## src/pkg/sii_pkg.sv

```systemverilog
// Shared constants and types of the serial instruction injector
package sii_pkg;

    localparam int unsigned CODE_W        = 4;
    localparam int unsigned WORD_W        = 16;
    localparam int unsigned CNT_W         = 5;
    localparam int unsigned FETCH_CLKS    = 4;
    localparam int unsigned SHIFT_CLKS    = 16;
    localparam int unsigned TW_HEAD_CLKS  = 4;
    localparam int unsigned TW_TAIL_CLKS  = 12;
    localparam int unsigned RD_EXEC_CLKS  = 8;
    localparam int unsigned RD_OUT_CLKS   = 8;
    localparam int unsigned CODE_MSB      = 15;
    localparam int unsigned CODE_LSB      = 12;
    localparam logic [1:0]  CLASS_READ    = 2'h2;
    localparam logic [1:0]  CLASS_WRITE   = 2'h3;
    localparam logic [3:0]  CODE_NOP      = 4'h0;
    localparam logic [15:0] SHIFT_RST     = 16'h0000;
    localparam logic [7:0]  LATCH_RST     = 8'h00;

    typedef enum logic [6:0] {
        ST_FETCH = 7'h01,
        ST_SHIFT = 7'h02,
        ST_TWA   = 7'h04,
        ST_TWB   = 7'h08,
        ST_TRX   = 7'h10,
        ST_TRO   = 7'h20,
        ST_PRE   = 7'h40
    } sii_state_e;

    typedef enum logic [2:0] {
        K_NONE    = 3'h0,
        K_INSTR   = 3'h1,
        K_SECOND  = 3'h2,
        K_OPERAND = 3'h3,
        K_TABLE_READ_OP   = 3'h4,
        K_TW1     = 3'h5,
        K_TW2     = 3'h6
    } sii_kind_e;

    typedef struct packed {
        sii_kind_e   kind;
        logic [1:0]  ptr_mode;
        logic [15:0] word;
    } sii_cmd_s;

    localparam sii_cmd_s CMD_RST = '{kind: K_NONE, ptr_mode: 2'h0, word: 16'h0000};

endpackage : sii_pkg

```

## src/logic/sii_pin_sync.sv

```systemverilog
// Two-stage pin synchroniser with edge detection
`timescale 1ns/1ps
module sii_pin_sync #(
    parameter int unsigned WIDTH = 3
) (
    input  wire logic             clk_i,
    input  wire logic             rst_n_i,
    input  wire logic [WIDTH-1:0] pin_i,
    output logic      [WIDTH-1:0] level_o,
    output logic      [WIDTH-1:0] rise_o,
    output logic      [WIDTH-1:0] fall_o
);

    logic [WIDTH-1:0] meta_reg;
    logic [WIDTH-1:0] sync_reg;
    logic [WIDTH-1:0] prev_reg;

    // Refused at elaboration: a zero-width synchroniser serves nothing
    if (WIDTH < 1)
    begin : g_width_check
        $error("sii_pin_sync needs at least one bit");
    end

    // The meta stage feeds only the second stage
    always_ff @(posedge clk_i or negedge rst_n_i)
    begin
        if (!rst_n_i)
        begin
            meta_reg <= '0;
            sync_reg <= '0;
            prev_reg <= '0;
        end
        else
        begin
            meta_reg <= pin_i;
            sync_reg <= meta_reg;
            prev_reg <= sync_reg;
        end
    end

    assign level_o = sync_reg;
    assign rise_o  = sync_reg & ~prev_reg;
    assign fall_o  = ~sync_reg & prev_reg;

endmodule : sii_pin_sync

```

## src/logic/sii_core.sv

```systemverilog
// Serial execution state machine of the programming port
`timescale 1ns/1ps
// Contract
// RL1: Fetched no-op: hold CPU, shift sixteen bits
// RL2: During that shift CPU frozen in fourth_phase
// RL3: Two-cycle first cycle runs during next fetch
// RL4: Programmer sends no-op after two-cycle instruction
// RL5: One-word second half: discard word, then release
// RL6: Two-word second half: word is operand
// RL7: Table writes are 4-bit special codes
// RL8: Code fetched while previous instruction executes
// RL9: Write: first cycle over four bits, twelve more
// RL10: Write word used in second cycle only
// RL11: Programmer holds clock high for pulse time
// RL12: Programming stops when clock goes low
// RL13: Programmer holds clock low for discharge
// RL14: Read runs CPU eight clocks, loads latch
// RL15: Then eight clocks shifting latch out, LSB first
// RL16: After read, suspend CPU for code prefetch
// RL17: Programmer builds commands from CPU instructions
// RL18: No separate data-load command exists
// RL19: Address advances via auto-increment table writes
// RL20: Programming ends when write execution ends
// RL21: Entry by high voltage, clock/data low
// RL22: Data changes on rise, sampled on fall
// RL23: Codes: 0000 nop, 10xx read, 11xx write
// RL24: Undefined special codes act as no-op
// RL25: Data pin released after eighth read bit
module sii_core
    import sii_pkg::*;
(
    input  wire logic        CLK_I,
    input  wire logic        RESET_N_I,
    input  wire logic        MODE_ENTRY_HV_PIN_I,
    input  wire logic        PROG_CLOCK_PIN_I,
    input  wire logic        PROG_DATA_PIN_I,
    output logic             PROG_DATA_PIN_O,
    output logic             PROG_DATA_PIN_OE_N_O,
    input  wire logic        CPU_TWO_CYCLE_I,
    input  wire logic        CPU_TWO_WORD_I,
    input  wire logic [7:0]  TABLE_LATCH_I,
    output sii_pkg::sii_cmd_s CMD_O,
    output logic             CMD_VALID_O,
    output logic             CPU_RUN_O,
    output logic             CPU_HOLD_Q4_O,
    output logic             PROGRAM_PULSE_O
);
    import sii_pkg::*;

    logic             rst_meta_reg;
    logic             rst_n;
    logic [2:0]       pin_level;
    logic [2:0]       pin_rise;
    logic [2:0]       pin_fall;
    logic             in_mode;
    logic             clk_high;
    logic             rise;
    logic             fall;
    logic             din;
    sii_state_e       state_reg;
    sii_state_e       state_next;
    logic [CNT_W-1:0] cnt_reg;
    logic             done;
    logic [15:0]      shift_reg;
    logic [7:0]       out_reg;
    logic             oe_n_reg;
    logic             forced_noop_reg;
    logic             pend_reg;
    logic             pend_word_reg;
    logic             prog_arm_reg;
    logic             prog_pulse_reg;
    sii_cmd_s         cmd_reg;
    logic             cmd_valid_reg;
    logic [3:0]       code;

    // Reset arrives asynchronously but leaves only on a clock edge
    always_ff @(posedge CLK_I or negedge RESET_N_I)
    begin
        if (!RESET_N_I)
        begin
            rst_meta_reg <= 1'b0;
            rst_n        <= 1'b0;
        end
        else
        begin
            rst_meta_reg <= 1'b1;
            rst_n        <= rst_meta_reg;
        end
    end

    sii_pin_sync #(
        .WIDTH (3)
    ) u_pin_sync (
        .clk_i   (CLK_I),
        .rst_n_i (rst_n),
        .pin_i   ({MODE_ENTRY_HV_PIN_I, PROG_DATA_PIN_I, PROG_CLOCK_PIN_I}),
        .level_o (pin_level),
        .rise_o  (pin_rise),
        .fall_o  (pin_fall)
    );

    assign in_mode  = pin_level[2];
    assign din      = pin_level[1];
    assign clk_high = pin_level[0];
    assign rise     = pin_rise[0] & in_mode;
    assign fall     = pin_fall[0] & in_mode;
    // The last code bit is still on the wire at the closing fall
    assign code     = {din, shift_reg[CODE_MSB:CODE_LSB+1]};

    function automatic logic [CNT_W-1:0] clks_of(input sii_state_e st);
        case (st)
            ST_SHIFT: clks_of = CNT_W'(SHIFT_CLKS);
            ST_TWA:   clks_of = CNT_W'(TW_HEAD_CLKS);
            ST_TWB:   clks_of = CNT_W'(TW_TAIL_CLKS);
            ST_TRX:   clks_of = CNT_W'(RD_EXEC_CLKS);
            ST_TRO:   clks_of = CNT_W'(RD_OUT_CLKS);
            default:  clks_of = CNT_W'(FETCH_CLKS);
        endcase
    endfunction : clks_of

    // Special code decode; anything unknown goes the no-op way
    function automatic sii_state_e decode(input logic [3:0] c);
        case (c[3:2])
            CLASS_WRITE: decode = ST_TWA; // RL7 RL23
            CLASS_READ:  decode = ST_TRX; // RL23
            default:     decode = ST_SHIFT; // RL23 RL24
        endcase
    endfunction : decode

    // Every phase is counted in falling serial clock edges
    assign done = fall && (cnt_reg == clks_of(state_reg) - CNT_W'(1)); // RL22

    always_comb
    begin
        state_next = state_reg;
        if (done)
        begin
            case (state_reg)
                ST_FETCH: state_next = decode(code); // RL8
                ST_PRE:   state_next = decode(code); // RL16
                ST_SHIFT: state_next = ST_FETCH; // RL1
                ST_TWA:   state_next = ST_TWB; // RL9
                ST_TWB:   state_next = ST_FETCH; // RL10
                ST_TRX:   state_next = ST_TRO; // RL15
                ST_TRO:   state_next = ST_PRE; // RL16 RL25
                default:  state_next = ST_FETCH;
            endcase
        end
    end

    // Leaving the high-voltage mode acts as a reset of the sequencer
    always_ff @(posedge CLK_I or negedge rst_n)
    begin
        if (!rst_n)
            state_reg <= ST_FETCH;
        else if (!in_mode)
            state_reg <= ST_FETCH;
        else
            state_reg <= state_next;
    end

    always_ff @(posedge CLK_I or negedge rst_n)
    begin
        if (!rst_n)
            cnt_reg <= '0;
        else if (!in_mode || done)
            cnt_reg <= '0;
        else if (fall)
            cnt_reg <= cnt_reg + CNT_W'(1);
    end

    // Bits arrive LSB first, so they enter at the top and move down
    always_ff @(posedge CLK_I or negedge rst_n)
    begin
        if (!rst_n)
            shift_reg <= SHIFT_RST;
        else if (fall && state_reg != ST_TRO)
            shift_reg <= {din, shift_reg[15:1]}; // RL22
    end

    // First instruction after entry is a forced no-op
    always_ff @(posedge CLK_I or negedge rst_n)
    begin
        if (!rst_n)
            forced_noop_reg <= 1'b1;
        else if (!in_mode)
            forced_noop_reg <= 1'b1;
        else if (done)
            forced_noop_reg <= 1'b0; // RL8
    end

    // Second half of a two-cycle instruction still owed
    always_ff @(posedge CLK_I or negedge rst_n)
    begin
        if (!rst_n)
        begin
            pend_reg      <= 1'b0;
            pend_word_reg <= 1'b0;
        end
        else if (!in_mode)
        begin
            pend_reg      <= 1'b0;
            pend_word_reg <= 1'b0;
        end
        else if (cmd_valid_reg && cmd_reg.kind == K_INSTR)
        begin
            pend_reg      <= CPU_TWO_CYCLE_I; // RL3
            pend_word_reg <= CPU_TWO_WORD_I;
        end
        else if (cmd_valid_reg && cmd_reg.kind inside {K_SECOND, K_OPERAND, K_TABLE_READ_OP, K_TW1})
        begin
            pend_reg      <= 1'b0;
            pend_word_reg <= 1'b0;
        end
    end

    // Commands to the CPU, at most one pulse per transition
    always_ff @(posedge CLK_I or negedge rst_n)
    begin
        if (!rst_n)
        begin
            cmd_reg       <= CMD_RST;
            cmd_valid_reg <= 1'b0;
        end
        else
        begin
            cmd_valid_reg <= 1'b0;
            if (done && in_mode)
            begin
                case (state_reg)
                    ST_SHIFT:
                    begin
                        cmd_valid_reg     <= 1'b1;
                        cmd_reg.ptr_mode  <= 2'h0;
                        if (!pend_reg)
                        begin
                            cmd_reg.kind <= K_INSTR; // RL1
                            cmd_reg.word <= {din, shift_reg[15:1]};
                        end
                        else if (pend_word_reg)
                        begin
                            cmd_reg.kind <= K_OPERAND; // RL6
                            cmd_reg.word <= {din, shift_reg[15:1]};
                        end
                        else
                        begin
                            cmd_reg.kind <= K_SECOND; // RL5
                            cmd_reg.word <= 16'h0000;
                        end
                    end
                    ST_FETCH, ST_PRE:
                    begin
                        cmd_reg.ptr_mode <= code[1:0];
                        cmd_reg.word     <= 16'h0000;
                        if (code[3:2] == CLASS_WRITE)
                        begin
                            cmd_valid_reg <= 1'b1;
                            cmd_reg.kind  <= K_TW1; // RL9
                        end
                        else if (code[3:2] == CLASS_READ)
                        begin
                            cmd_valid_reg <= 1'b1;
                            cmd_reg.kind  <= K_TABLE_READ_OP; // RL14
                        end
                    end
                    ST_TWB:
                    begin
                        cmd_valid_reg <= 1'b1;
                        cmd_reg.kind  <= K_TW2; // RL10
                        cmd_reg.word  <= {din, shift_reg[15:1]};
                    end
                    default:
                    begin
                        cmd_valid_reg <= 1'b0;
                    end
                endcase
            end
        end
    end

    // Pulse follows the serial clock; the first fall ends it for good
    always_ff @(posedge CLK_I or negedge rst_n)
    begin
        if (!rst_n)
        begin
            prog_arm_reg   <= 1'b0;
            prog_pulse_reg <= 1'b0;
        end
        else
        begin
            // Arming happens on a fall itself, so it must win over the clear
            if (!in_mode)
                prog_arm_reg <= 1'b0;
            else if (state_reg == ST_TWB && done)
                prog_arm_reg <= 1'b1; // RL10
            else if (fall)
                prog_arm_reg <= 1'b0; // RL12 RL20
            prog_pulse_reg <= prog_arm_reg && clk_high && !fall; // RL12
        end
    end

    // Readout drives the pin; bits change on rising edges
    always_ff @(posedge CLK_I or negedge rst_n)
    begin
        if (!rst_n)
        begin
            out_reg  <= LATCH_RST;
            oe_n_reg <= 1'b1;
        end
        else if (!in_mode)
        begin
            oe_n_reg <= 1'b1;
        end
        else if (state_reg == ST_TRX && done)
        begin
            out_reg  <= TABLE_LATCH_I; // RL14
            oe_n_reg <= 1'b0; // RL15
        end
        else if (state_reg == ST_TRO && done)
        begin
            oe_n_reg <= 1'b1; // RL25
        end
        else if (state_reg == ST_TRO && rise && cnt_reg != '0)
        begin
            out_reg <= {1'b0, out_reg[7:1]}; // RL15 RL22
        end
    end

    assign CMD_O                = cmd_reg;
    assign CMD_VALID_O          = cmd_valid_reg;
    assign PROG_DATA_PIN_O      = out_reg[0];
    assign PROG_DATA_PIN_OE_N_O = oe_n_reg;
    assign PROGRAM_PULSE_O      = prog_pulse_reg;
    // CPU runs only in execute slots; the forced no-op keeps it idle
    assign CPU_RUN_O     = in_mode && ((state_reg == ST_FETCH && !forced_noop_reg) || // RL3
                           state_reg == ST_TWA || state_reg == ST_TRX); // RL9 RL14
    assign CPU_HOLD_Q4_O = in_mode && !CPU_RUN_O; // RL2 RL16
endmodule : sii_core

```

## config.mk

```make
export PLATFORM = sky130hd
export DESIGN_NAME = sii_core
export DESIGN_NICKNAME = d
export VERILOG_FILES = /design/src/pkg/sii_pkg.sv /design/src/logic/sii_pin_sync.sv /design/src/logic/sii_core.sv
export SDC_FILE = /design/constraint.sdc
export NUM_CORES = 1
export LEC_CHECK = 0
export BUFFER_PORTS_ARGS = -buffer_cell sky130_fd_sc_hd__buf_2
export CAP_MARGIN = 20
export CORE_AREA = 10 10 92 94
export CTS_CLUSTER_DIAMETER = 40
export DETAILED_ROUTE_END_ITERATION = 16
export DIE_AREA = 0 0 102 104
export GPL_TIMING_DRIVEN = 0
export PLACE_DENSITY_LB_ADDON = 0.15
export SKIP_CTS_REPAIR_TIMING = 1
export SLEW_MARGIN = 20
export SYNTH_ARGS = -nofsm -noshare
export SYNTH_HDL_FRONTEND = slang
export SYNTH_SLANG_ARGS = --single-unit
```

## constraint.sdc

```tcl
create_clock -name CLK_I -period 6.7 [get_ports CLK_I]
set_input_delay 1.34 -clock CLK_I [delete_from_list [all_inputs] [get_ports CLK_I]]
set_output_delay 1.34 -clock CLK_I [all_outputs]
set_load 0.1 [all_outputs]
```

## After elaboration in Yosys (flattened, before gate mapping)

Index checks and enable logic that the tools add are counted.

- Reductions and logical operators: 35
- Equality and inequality tests: 22
- Mux-type cells: 36
- Add/sub/neg operators: 2
- Bitwise logic cells: 6

Operator list:

| cell | number |
|---|---|
| $pmux 16 s3 | 1 |
| $mux 16 | 2 |
| $pmux 7 s4 | 1 |
| $mux 8 | 3 |
| $mux 1 | 17 |
| $logic_and 1x1->1 | 15 |
| $pmux 5 s3 | 1 |
| $mux 7 | 2 |
| $mux 5 | 2 |
| $pmux 5 s2 | 1 |
| $ne 3x3->1 const B | 3 |
| $pmux 3 s3 | 1 |
| $eq 7x1->1 const B | 1 |
| $eq 7x2->1 const B | 1 |
| $eq 7x3->1 const B | 1 |
| $eq 7x4->1 const B | 1 |
| $eq 7x5->1 const B | 1 |
| $eq 7x6->1 const B | 1 |
| $eq 7x7->1 const B | 1 |
| $ne 7x6->1 const B | 1 |
| $eq 3x2->1 const B | 2 |
| $eq 3x3->1 const B | 2 |
| $mux 3 | 2 |
| $reduce_and 3->1 | 2 |
| 20 further kinds | 36 |

- Logic and storage cells: 120
- Output and inout port bits: 27
- Register bits: 73
- Input port bits: 15

## Logic depth before layout (Yosys ltp)

Gate-level depths: netlist (run 1).

- Depth in word-level cells: 10
- Gate-level depth with buffers: 13
- Gate-level depth less buffers: 10

## By module

A second synthesis (run 1) with hierarchy kept.

- Cell total of the unflattened synthesis: 299
- Area, all modules: 3397.0 sq um

By module, submodules not included:

| module | cells each | area an instance (sq um) | times used | sequential area each (sq um) |
|---|---|---|---|---|
| sii_core | 284 | 3119.2 | 1 | 1630.3 |
| sii_pin_sync | 15 | 277.8 | 1 | 225.2 |

## Worst setup path after synthesis (run 1)

Ideal clock, no wire load.

- Path kind: register to output
- Start point: register state_reg[0]
- End point: output port CPU_HOLD_Q4_O
- Data required time: 5360 ps
- Slack: 2337 ps
- Cell stages (with the launch flop): 5
- Data arrival time: 3023 ps
- Buffers on the path: 1
- Cell sequence: dfstp_2 > buf_2 > nor3_1 > and4_1 > nor3_1

- Cells in the longest elaborated chain, start to end: 7
- Elaborated cells between the ends (all ways): 9
- Classes of those cells: eq/ne (3); reduce/logical (6)

RTL lines:

| item | line | text |
|---|---|---|
| start: declaration | sii_core.sv:60 | `sii_state_e state_reg;` |
| start signal: assignment | sii_core.sv:159 | `state_reg <= state_next;` |
| $eq 7x1->1 | sii_core.sv:335 | `assign CPU_RUN_O = in_mode && ((state_reg == ST_FETCH && !forced_noop_reg) \|\|` |
| $logic_and 1x1->1 | sii_core.sv:335 |  |
| $logic_or 1x1->1 | sii_core.sv:335 |  |
| $logic_or 1x1->1 (*) | sii_core.sv:336 | `state_reg == ST_TWA \|\| state_reg == ST_TRX);` |
| $logic_and 1x1->1 (*) | sii_core.sv:335 |  |
| $logic_not 1->1 (*) | sii_core.sv:337 | `assign CPU_HOLD_Q4_O = in_mode && !CPU_RUN_O;` |
| $logic_and 1x1->1 (*) | sii_core.sv:337 |  |
| end: declaration | sii_core.sv:45 | `output logic CPU_HOLD_Q4_O,` |

Every way passes the cells marked *; elsewhere a longest branch is shown, timed or not.

## Worst setup path in the final report (run 1)

- Start point: register state_reg[0]
- End point: output port CPU_RUN_O

- Cells in the longest elaborated chain, start to end: 5
- Elaborated cells between the ends (all ways): 7
- Classes of those cells: eq/ne (3); reduce/logical (4)

RTL lines:

| item | line | text |
|---|---|---|
| $eq 7x1->1 | sii_core.sv:335 |  |
| $logic_and 1x1->1 | sii_core.sv:335 |  |
| $logic_or 1x1->1 | sii_core.sv:335 |  |
| $logic_or 1x1->1 (*) | sii_core.sv:336 |  |
| $logic_and 1x1->1 (*) | sii_core.sv:335 |  |
| end: declaration | sii_core.sv:44 | `output logic CPU_RUN_O,` |

Marked as above.

==> results of run 1 <==
-- cell type report --
| cell class | count | share of cell area (%) |
|---|---|---|
| Clock inverter | 7 | 2.08 |
| Inverter | 24 | 2.38 |
| Tap cell | 80 | 2.64 |
| Buffer | 12 | 2.61 |
| Sequential cell | 72 | 47.7 |
| Multi-Input combinational cell | 182 | 33.1 |
| Clock buffer | 9 | 3.27 |
| Timing Repair Buffer | 42 | 6.14 |
-- critical path, stage by stage, from the launching register on --
cell and delay [ns]:
dfstp_2 0.52, buf_2 0.18, inv_1 0.07, or3_1 0.35, o31ai_1 0.27, nor2_1 0.07
nor2_1 0.08, buf_2 0.43
-- power by group through the flow --
stage / clock network, mW / registers (mW) / logic (mW)
after floorplan: 0 / 0.495 / 0.0326
after CTS: 0.356 / 0.486 / 0.0555
after global routing: 0.373 / 0.490 / 0.0597
after global placement: 0 / 0.498 / 0.0465
after detailed placement: 0 / 0.494 / 0.0551
final: 0.347 / 0.486 / 0.0542
-- routing by layer --
| layer | vias to the layer above | wire, µm | track usage [%] |
|---|---|---|---|
| li1 | 1103 | - | - |
| met1 | 1071 | 2990 | 15.8 |
| met2 | 53 | 3080 | 19.2 |
| met3 | 7 | 392 | 4.39 |
| met4 | 0 | 52 | 5.34 |
| met5 | - | 0 | 0 |
-- worst paths after layout --
check	endpoint	cells past startpoint
setup / recovery	CPU_RUN_O	7
hold / removal	state_reg[1]$_DFFE_PN0N_	0
setup reg to reg	out_reg[5]$_DFFE_PN0P_	11
hold reg to reg	state_reg[1]$_DFFE_PN0N_	0
max in group asynchronous	rst_n$_DFF_PN0_	1
min in group CLK_I	u_pin_sync.level_o[2]$_DFF_PN0_	0
-- synthesized netlist by cell type (2+ instances only) --
library cell  count  share of area [%]
a21oi_1           7                1.1
a22o_1            5                1.3
a31oi_1           4               0.77
and2_1            2               0.38
buf_2             4               0.62
buf_4             2               0.46
buf_6             4                1.4
dfrtp_1          69                 53
dfstp_2           3                2.4
ha_1              3                1.2
inv_1            23                2.7
mux2_1           10                3.5
mux2_2            5                1.7
mux2i_1          16                4.9
nand2_1          29                3.3
nand2b_1          3               0.58
nand3_1          17                2.6
nand3_2           3               0.92
nand4_1           4               0.77
nor2_1           14                1.6
nor2b_1           3               0.58
nor3_1            4               0.62
o21ai_0           8                1.2
o21ba_2           3               0.92
o22a_1            2               0.54
o22ai_1           7                1.3
o31ai_1           2               0.46
or3_1             3               0.58
xnor2_1           2               0.54
xor2_1            7                1.9
-- stage by stage --
step	util, %	std cells	hold slack [ns]	setup WS [ns]
final	56.7	428	0.224	3.04
after global routing	56.7	428	0.251	2.92
after CTS	56.7	428	0.240	3.04
after detailed placement	53.7	412	0.231	3.30
after global placement	53.2	411	0.332	3.34
after floorplan	-	290	0.331	2.34
-- cell families (layout without fill, tap and decap cells) --
logic type	after synthesis	after routing	synth area share, %
adder cells (fa/ha/maj)	3	3	1.15
XOR/XNOR	9	9	2.43
AND/OR/NAND/NOR	94	94	15.6
multiplexers	31	31	10.1
flip-flops	72	72	55.5
other	1	1	0.115
AO/OA/AOI/OAI	44	44	9.20
buffers and inverters	36	94	5.81
==> impl_metrics.tcl, run 1 <==
set metrics [dict create \
    internal_power_mw 0.663 \
    yosys_warnings 0 \
    combPwrFrac_pct 6.1 \
    routed_via_density 5.22 \
    ys.flop_type "dfrtp_1" \
    worst_slew_pin_slew_ns 0.667 \
    fin_crit_sh_pct 54.6 \
    hold_viol 0 \
    firstDrtPassIters 4 \
    critPathKind "flip-flop to output pin" \
    floorplan.core_area_um2 6680 \
    clock_skew_ns 0.0108 \
    maxSlewViolCount 0 \
    fin_tns_setup_ns 0 \
    setup_viol 0 \
    async_reset_ff_share_pct 100 \
    seq_power_share_pct 54.8 \
    fill_cells 591 \
    cts_max_level 3 \
    clkSinkCount 72 \
    cts_max_path_buffers 2 \
    finalWeightedCongestion 0.858 \
    synthCells 290 \
    cts_buffers 9 \
    antennaDiodeCount 0 \
    min_path_type "flip-flop to async pin" \
    rows 30 \
    cts-root-buf "clkbuf_8" \
    syn_nets 308 \
    drive_gt1_share_pct 26.4 \
    wl_per_cell_um 15.2 \
    die_w_um 102 \
    synth_cell_types 52 \
    ant_nets 0 \
    end_kind "output pin" \
    maxCapViolCount 0 \
    num_vias 2234 \
    synth_edf_count 0 \
    r2r_slack_ns 3.23 \
    syn2layout_area_growth_pct 16.6 \
    period_minus_slack_ns 3.66 \
    chipHeight_um 104 \
    detail_route.wirelength_mm 6.51 \
    p_sw_share_pct 25.2 \
    final_common_cell "dfrtp_1" \
    pwr-share-clk_pct 39.1 \
    relSlewSlack_pct 55.2 \
    p_leak_nw 1.93 \
    largest_reg_flops 21 \
    seqCellArea_um2 1810 \
    p_per_area_nw_per_um2 234 \
    rsz0062_at_grt "false" \
    clk_pin_slew_ns 0.08 \
    drtIter0Drc 89 \
    outcome "finished clean" \
    cp_max_fo 7 \
    clk-insertion-delay-late_ns 0.35 \
    grt_max_degree 51 \
    place_area_um2 3590 \
    fin_total_pwr_mw 0.887 \
    ys_seq_area_share_pct 55.5 \
    initial_core_util_pct 48.7 \
    top_level_ports 42 \
    grt-ovfl-total 0 \
    die_area_um2 10600 \
    post-dp-hpwl_mm 4.72 \
    stdcell_area_um2 3790 \
    avgSynthCellArea_um2 11.2 \
    syn_area_um2 3250 \
    critPathRequiredTime_ns 5.36 \
    start_kind "flip-flop" \
    fin_nets 361 \
    rr_startpoint "state_reg[4]$_DFFE_PN0N_" \
    grt_usage_pct 12.6 \
    grt_pass1_wl_mm 10.8 \
    synth-seq-cells 72 \
    crit_arrival_ns 2.32 \
    io_buffers 41 \
    p_sw_mw 0.224 \
    drc_errors 0 \
    cts_tree "yes" \
    layout_common_cells "dfrtp_1 (68), buf_2 (45), nand2_1 (29)" \
    cp-startpoint "state_reg[0]$_DFFE_PN1N_" \
    max_freq_mhz 273 \
    multi_input_area_um2 1260 \
    ir_worst_vdd_mv 0.138 \
    grt_pass1_vias 2243 \
    antenna_found_initial 0 \
]
Power figures use the tool's default switching activity.
==> run 2, diff against run 1 <==
Clock period 6.7 ns to 3.3 ns, I/O delays scaled along.
==> run 2 against run 1 <==
Against the previous run:
- die area unchanged
- clock power up 140%
- first-iteration DRC count down 22%
- sequential cell count unchanged
- cell count up 0.93%
- via count up 1.4%
- core utilization up 1.3 points
- critical path depth unchanged
- wire length up 0.38%
- critical path type unchanged
==> impl_metrics.tcl, run 2 (same netlist as run 1, synthesis figures left out) <==
set metrics [dict create \
    maxSlewViolCount 0 \
    post-dp-hpwl_mm 4.70 \
    critPathKind "flip-flop to output pin" \
    worst_slew_pin_slew_ns 0.650 \
    max_freq_mhz 318 \
    instances_no_fill 432 \
    finalWeightedCongestion 0.825 \
    top_level_ports 42 \
    largest_reg_flops 21 \
    cts_max_path_buffers 2 \
    r2r.worst_path.cells 11 \
    maxCapViolCount 0 \
    drtIter0Drc 69 \
    clkSinkCount 72 \
    fin_crit_sh_pct 95.4 \
    grt_max_degree 46 \
    die_area_um2 10600 \
    antennaDiodeCount 0 \
    cts-root-buf "clkbuf_8" \
    p_per_area_nw_per_um2 502 \
    firstDrtPassIters 4 \
    cts_max_level 3 \
    detail_route.wirelength_mm 6.53 \
    grt_pass1_vias 2291 \
    chipHeight_um 104 \
    fin_nets 365 \
    num_vias 2265 \
    clock_skew_ns 0.0125 \
    crit_arrival_ns 2.49 \
    syn2layout_area_growth_pct 19.2 \
    fin_total_pwr_mw 1.95 \
    rr_startpoint "state_reg[4]$_DFFE_PN0N_" \
    fill_cells 599 \
    grt_pass1_wl_mm 11.3 \
    final_common_cell "dfrtp_1" \
    end_kind "output pin" \
    outcome "finished clean" \
    initial_core_util_pct 48.7 \
    drive_gt1_share_pct 27.3 \
    fin_hold_ws_ns 0.0802 \
    setup_viol 0 \
    cts_buffers 9 \
    die_w_um 102 \
    start_kind "flip-flop" \
    cp-startpoint "state_reg[0]$_DFFE_PN1N_" \
    p_leak_nw 1.96 \
    floorplan.core_area_um2 6680 \
    layout_common_cells "dfrtp_1 (68), buf_2 (45), nand2_1 (29)" \
    r2r_end "CMD_O[19]$_DFFE_PN0P_" \
    cp_max_fo 7 \
    grt_usage_pct 13.2 \
    io_buffers 41 \
    rows 30 \
    hold_viol 0 \
    dp_cells 412 \
    antenna_found_initial 0 \
    ir_worst_vdd_mv 0.253 \
    grt-ovfl-total 0 \
    clk_pin_slew_ns 0.07 \
    r2r_slack_ns 0.27 \
    period_minus_slack_ns 3.15 \
    critPathRequiredTime_ns 2.64 \
    rsz0062_at_grt "false" \
    crit_path_end "CPU_RUN_O" \
    wl_per_cell_um 15.1 \
    relSlewSlack_pct 56.3 \
    routed_via_density 5.24 \
    ant_nets 0 \
    cts_tree "yes" \
    min_path_type "primary input to async pin" \
    drc_errors 0 \
    clk-insertion-delay-late_ns 0.35 \
]
run 2: cell count changes in the layout (fill, tap and decap cells not counted), sizes merged:
cell | previous run | this run
bufinv | 1 | 3
clkinv | 4 | 2
inv | 26 | 24
clkbuf | 10 | 12
buf | 53 | 57
run 2: critical path, stage by stage (launching register included):
cell and delay [ns]:
dfstp_2 0.52, buf_2 0.20, inv_1 0.07, or3_1 0.36
o31ai_1 0.39, nor2_1 0.07, nor2_1 0.09, buf_2 0.43
run 2: how the worst min path moves through the flow:
stage,cells after the start,startpoint,end
floorplan,0,rst_meta_reg$_DFF_PN0_,rst_n$_DFF_PN0_
global placement,0,u_pin_sync.meta_reg[2]$_DFF_PN0_,u_pin_sync.level_o[2]$_DFF_PN0_
detailed placement,0,rst_n$_DFF_PN0_,u_pin_sync.level_o[1]$_DFF_PN0_
CTS,1,RESET_N_I,rst_n$_DFF_PN0_
global route,1,RESET_N_I,rst_n$_DFF_PN0_
finish,1,RESET_N_I,rst_n$_DFF_PN0_
run 2: metal layers:
metal  up-vias  wire length (µm)  track usage [%]
met3        12               280             3.99
met2        33              3010             19.5
met1      1103              3100             17.1
met5         -                 0                0
li1       1117                 -                -
met4         0               141             6.35
run 2: cell type report:
cell class	count	area (µm²)	share of cell area (%)
Buffer	12	98.8	2.55
Clock buffer	11	141	3.65
Clock inverter	5	104	2.68
Inverter	24	90.1	2.32
Multi-Input combinational cell	182	1270	32.8
Sequential cell	72	1810	46.7
Tap cell	80	100	2.58
Timing Repair Buffer	46	263	6.78
run 2: power breakdown:
group	total (mW)	switching (mW)	internal (mW)
Combinational	0.109	0.0557	0.0538
Clock	0.849	0.326	0.523
Sequential	0.987	0.0510	0.936
run 2: through the flow:
stage               instance area [µm²]  setup WS (ns)  util (%)  TNS, ns
global placement                   3560        -0.0302      53.3  -0.0505
global route                       3880         0.0469      58.0        0
finish                             3880          0.151      58.0        0
detailed placement                 3590        -0.0566      53.8   -0.102
CTS                                3840        -0.0762      57.4   -0.224
floorplan                          3260        -0.0146         -  -0.0146
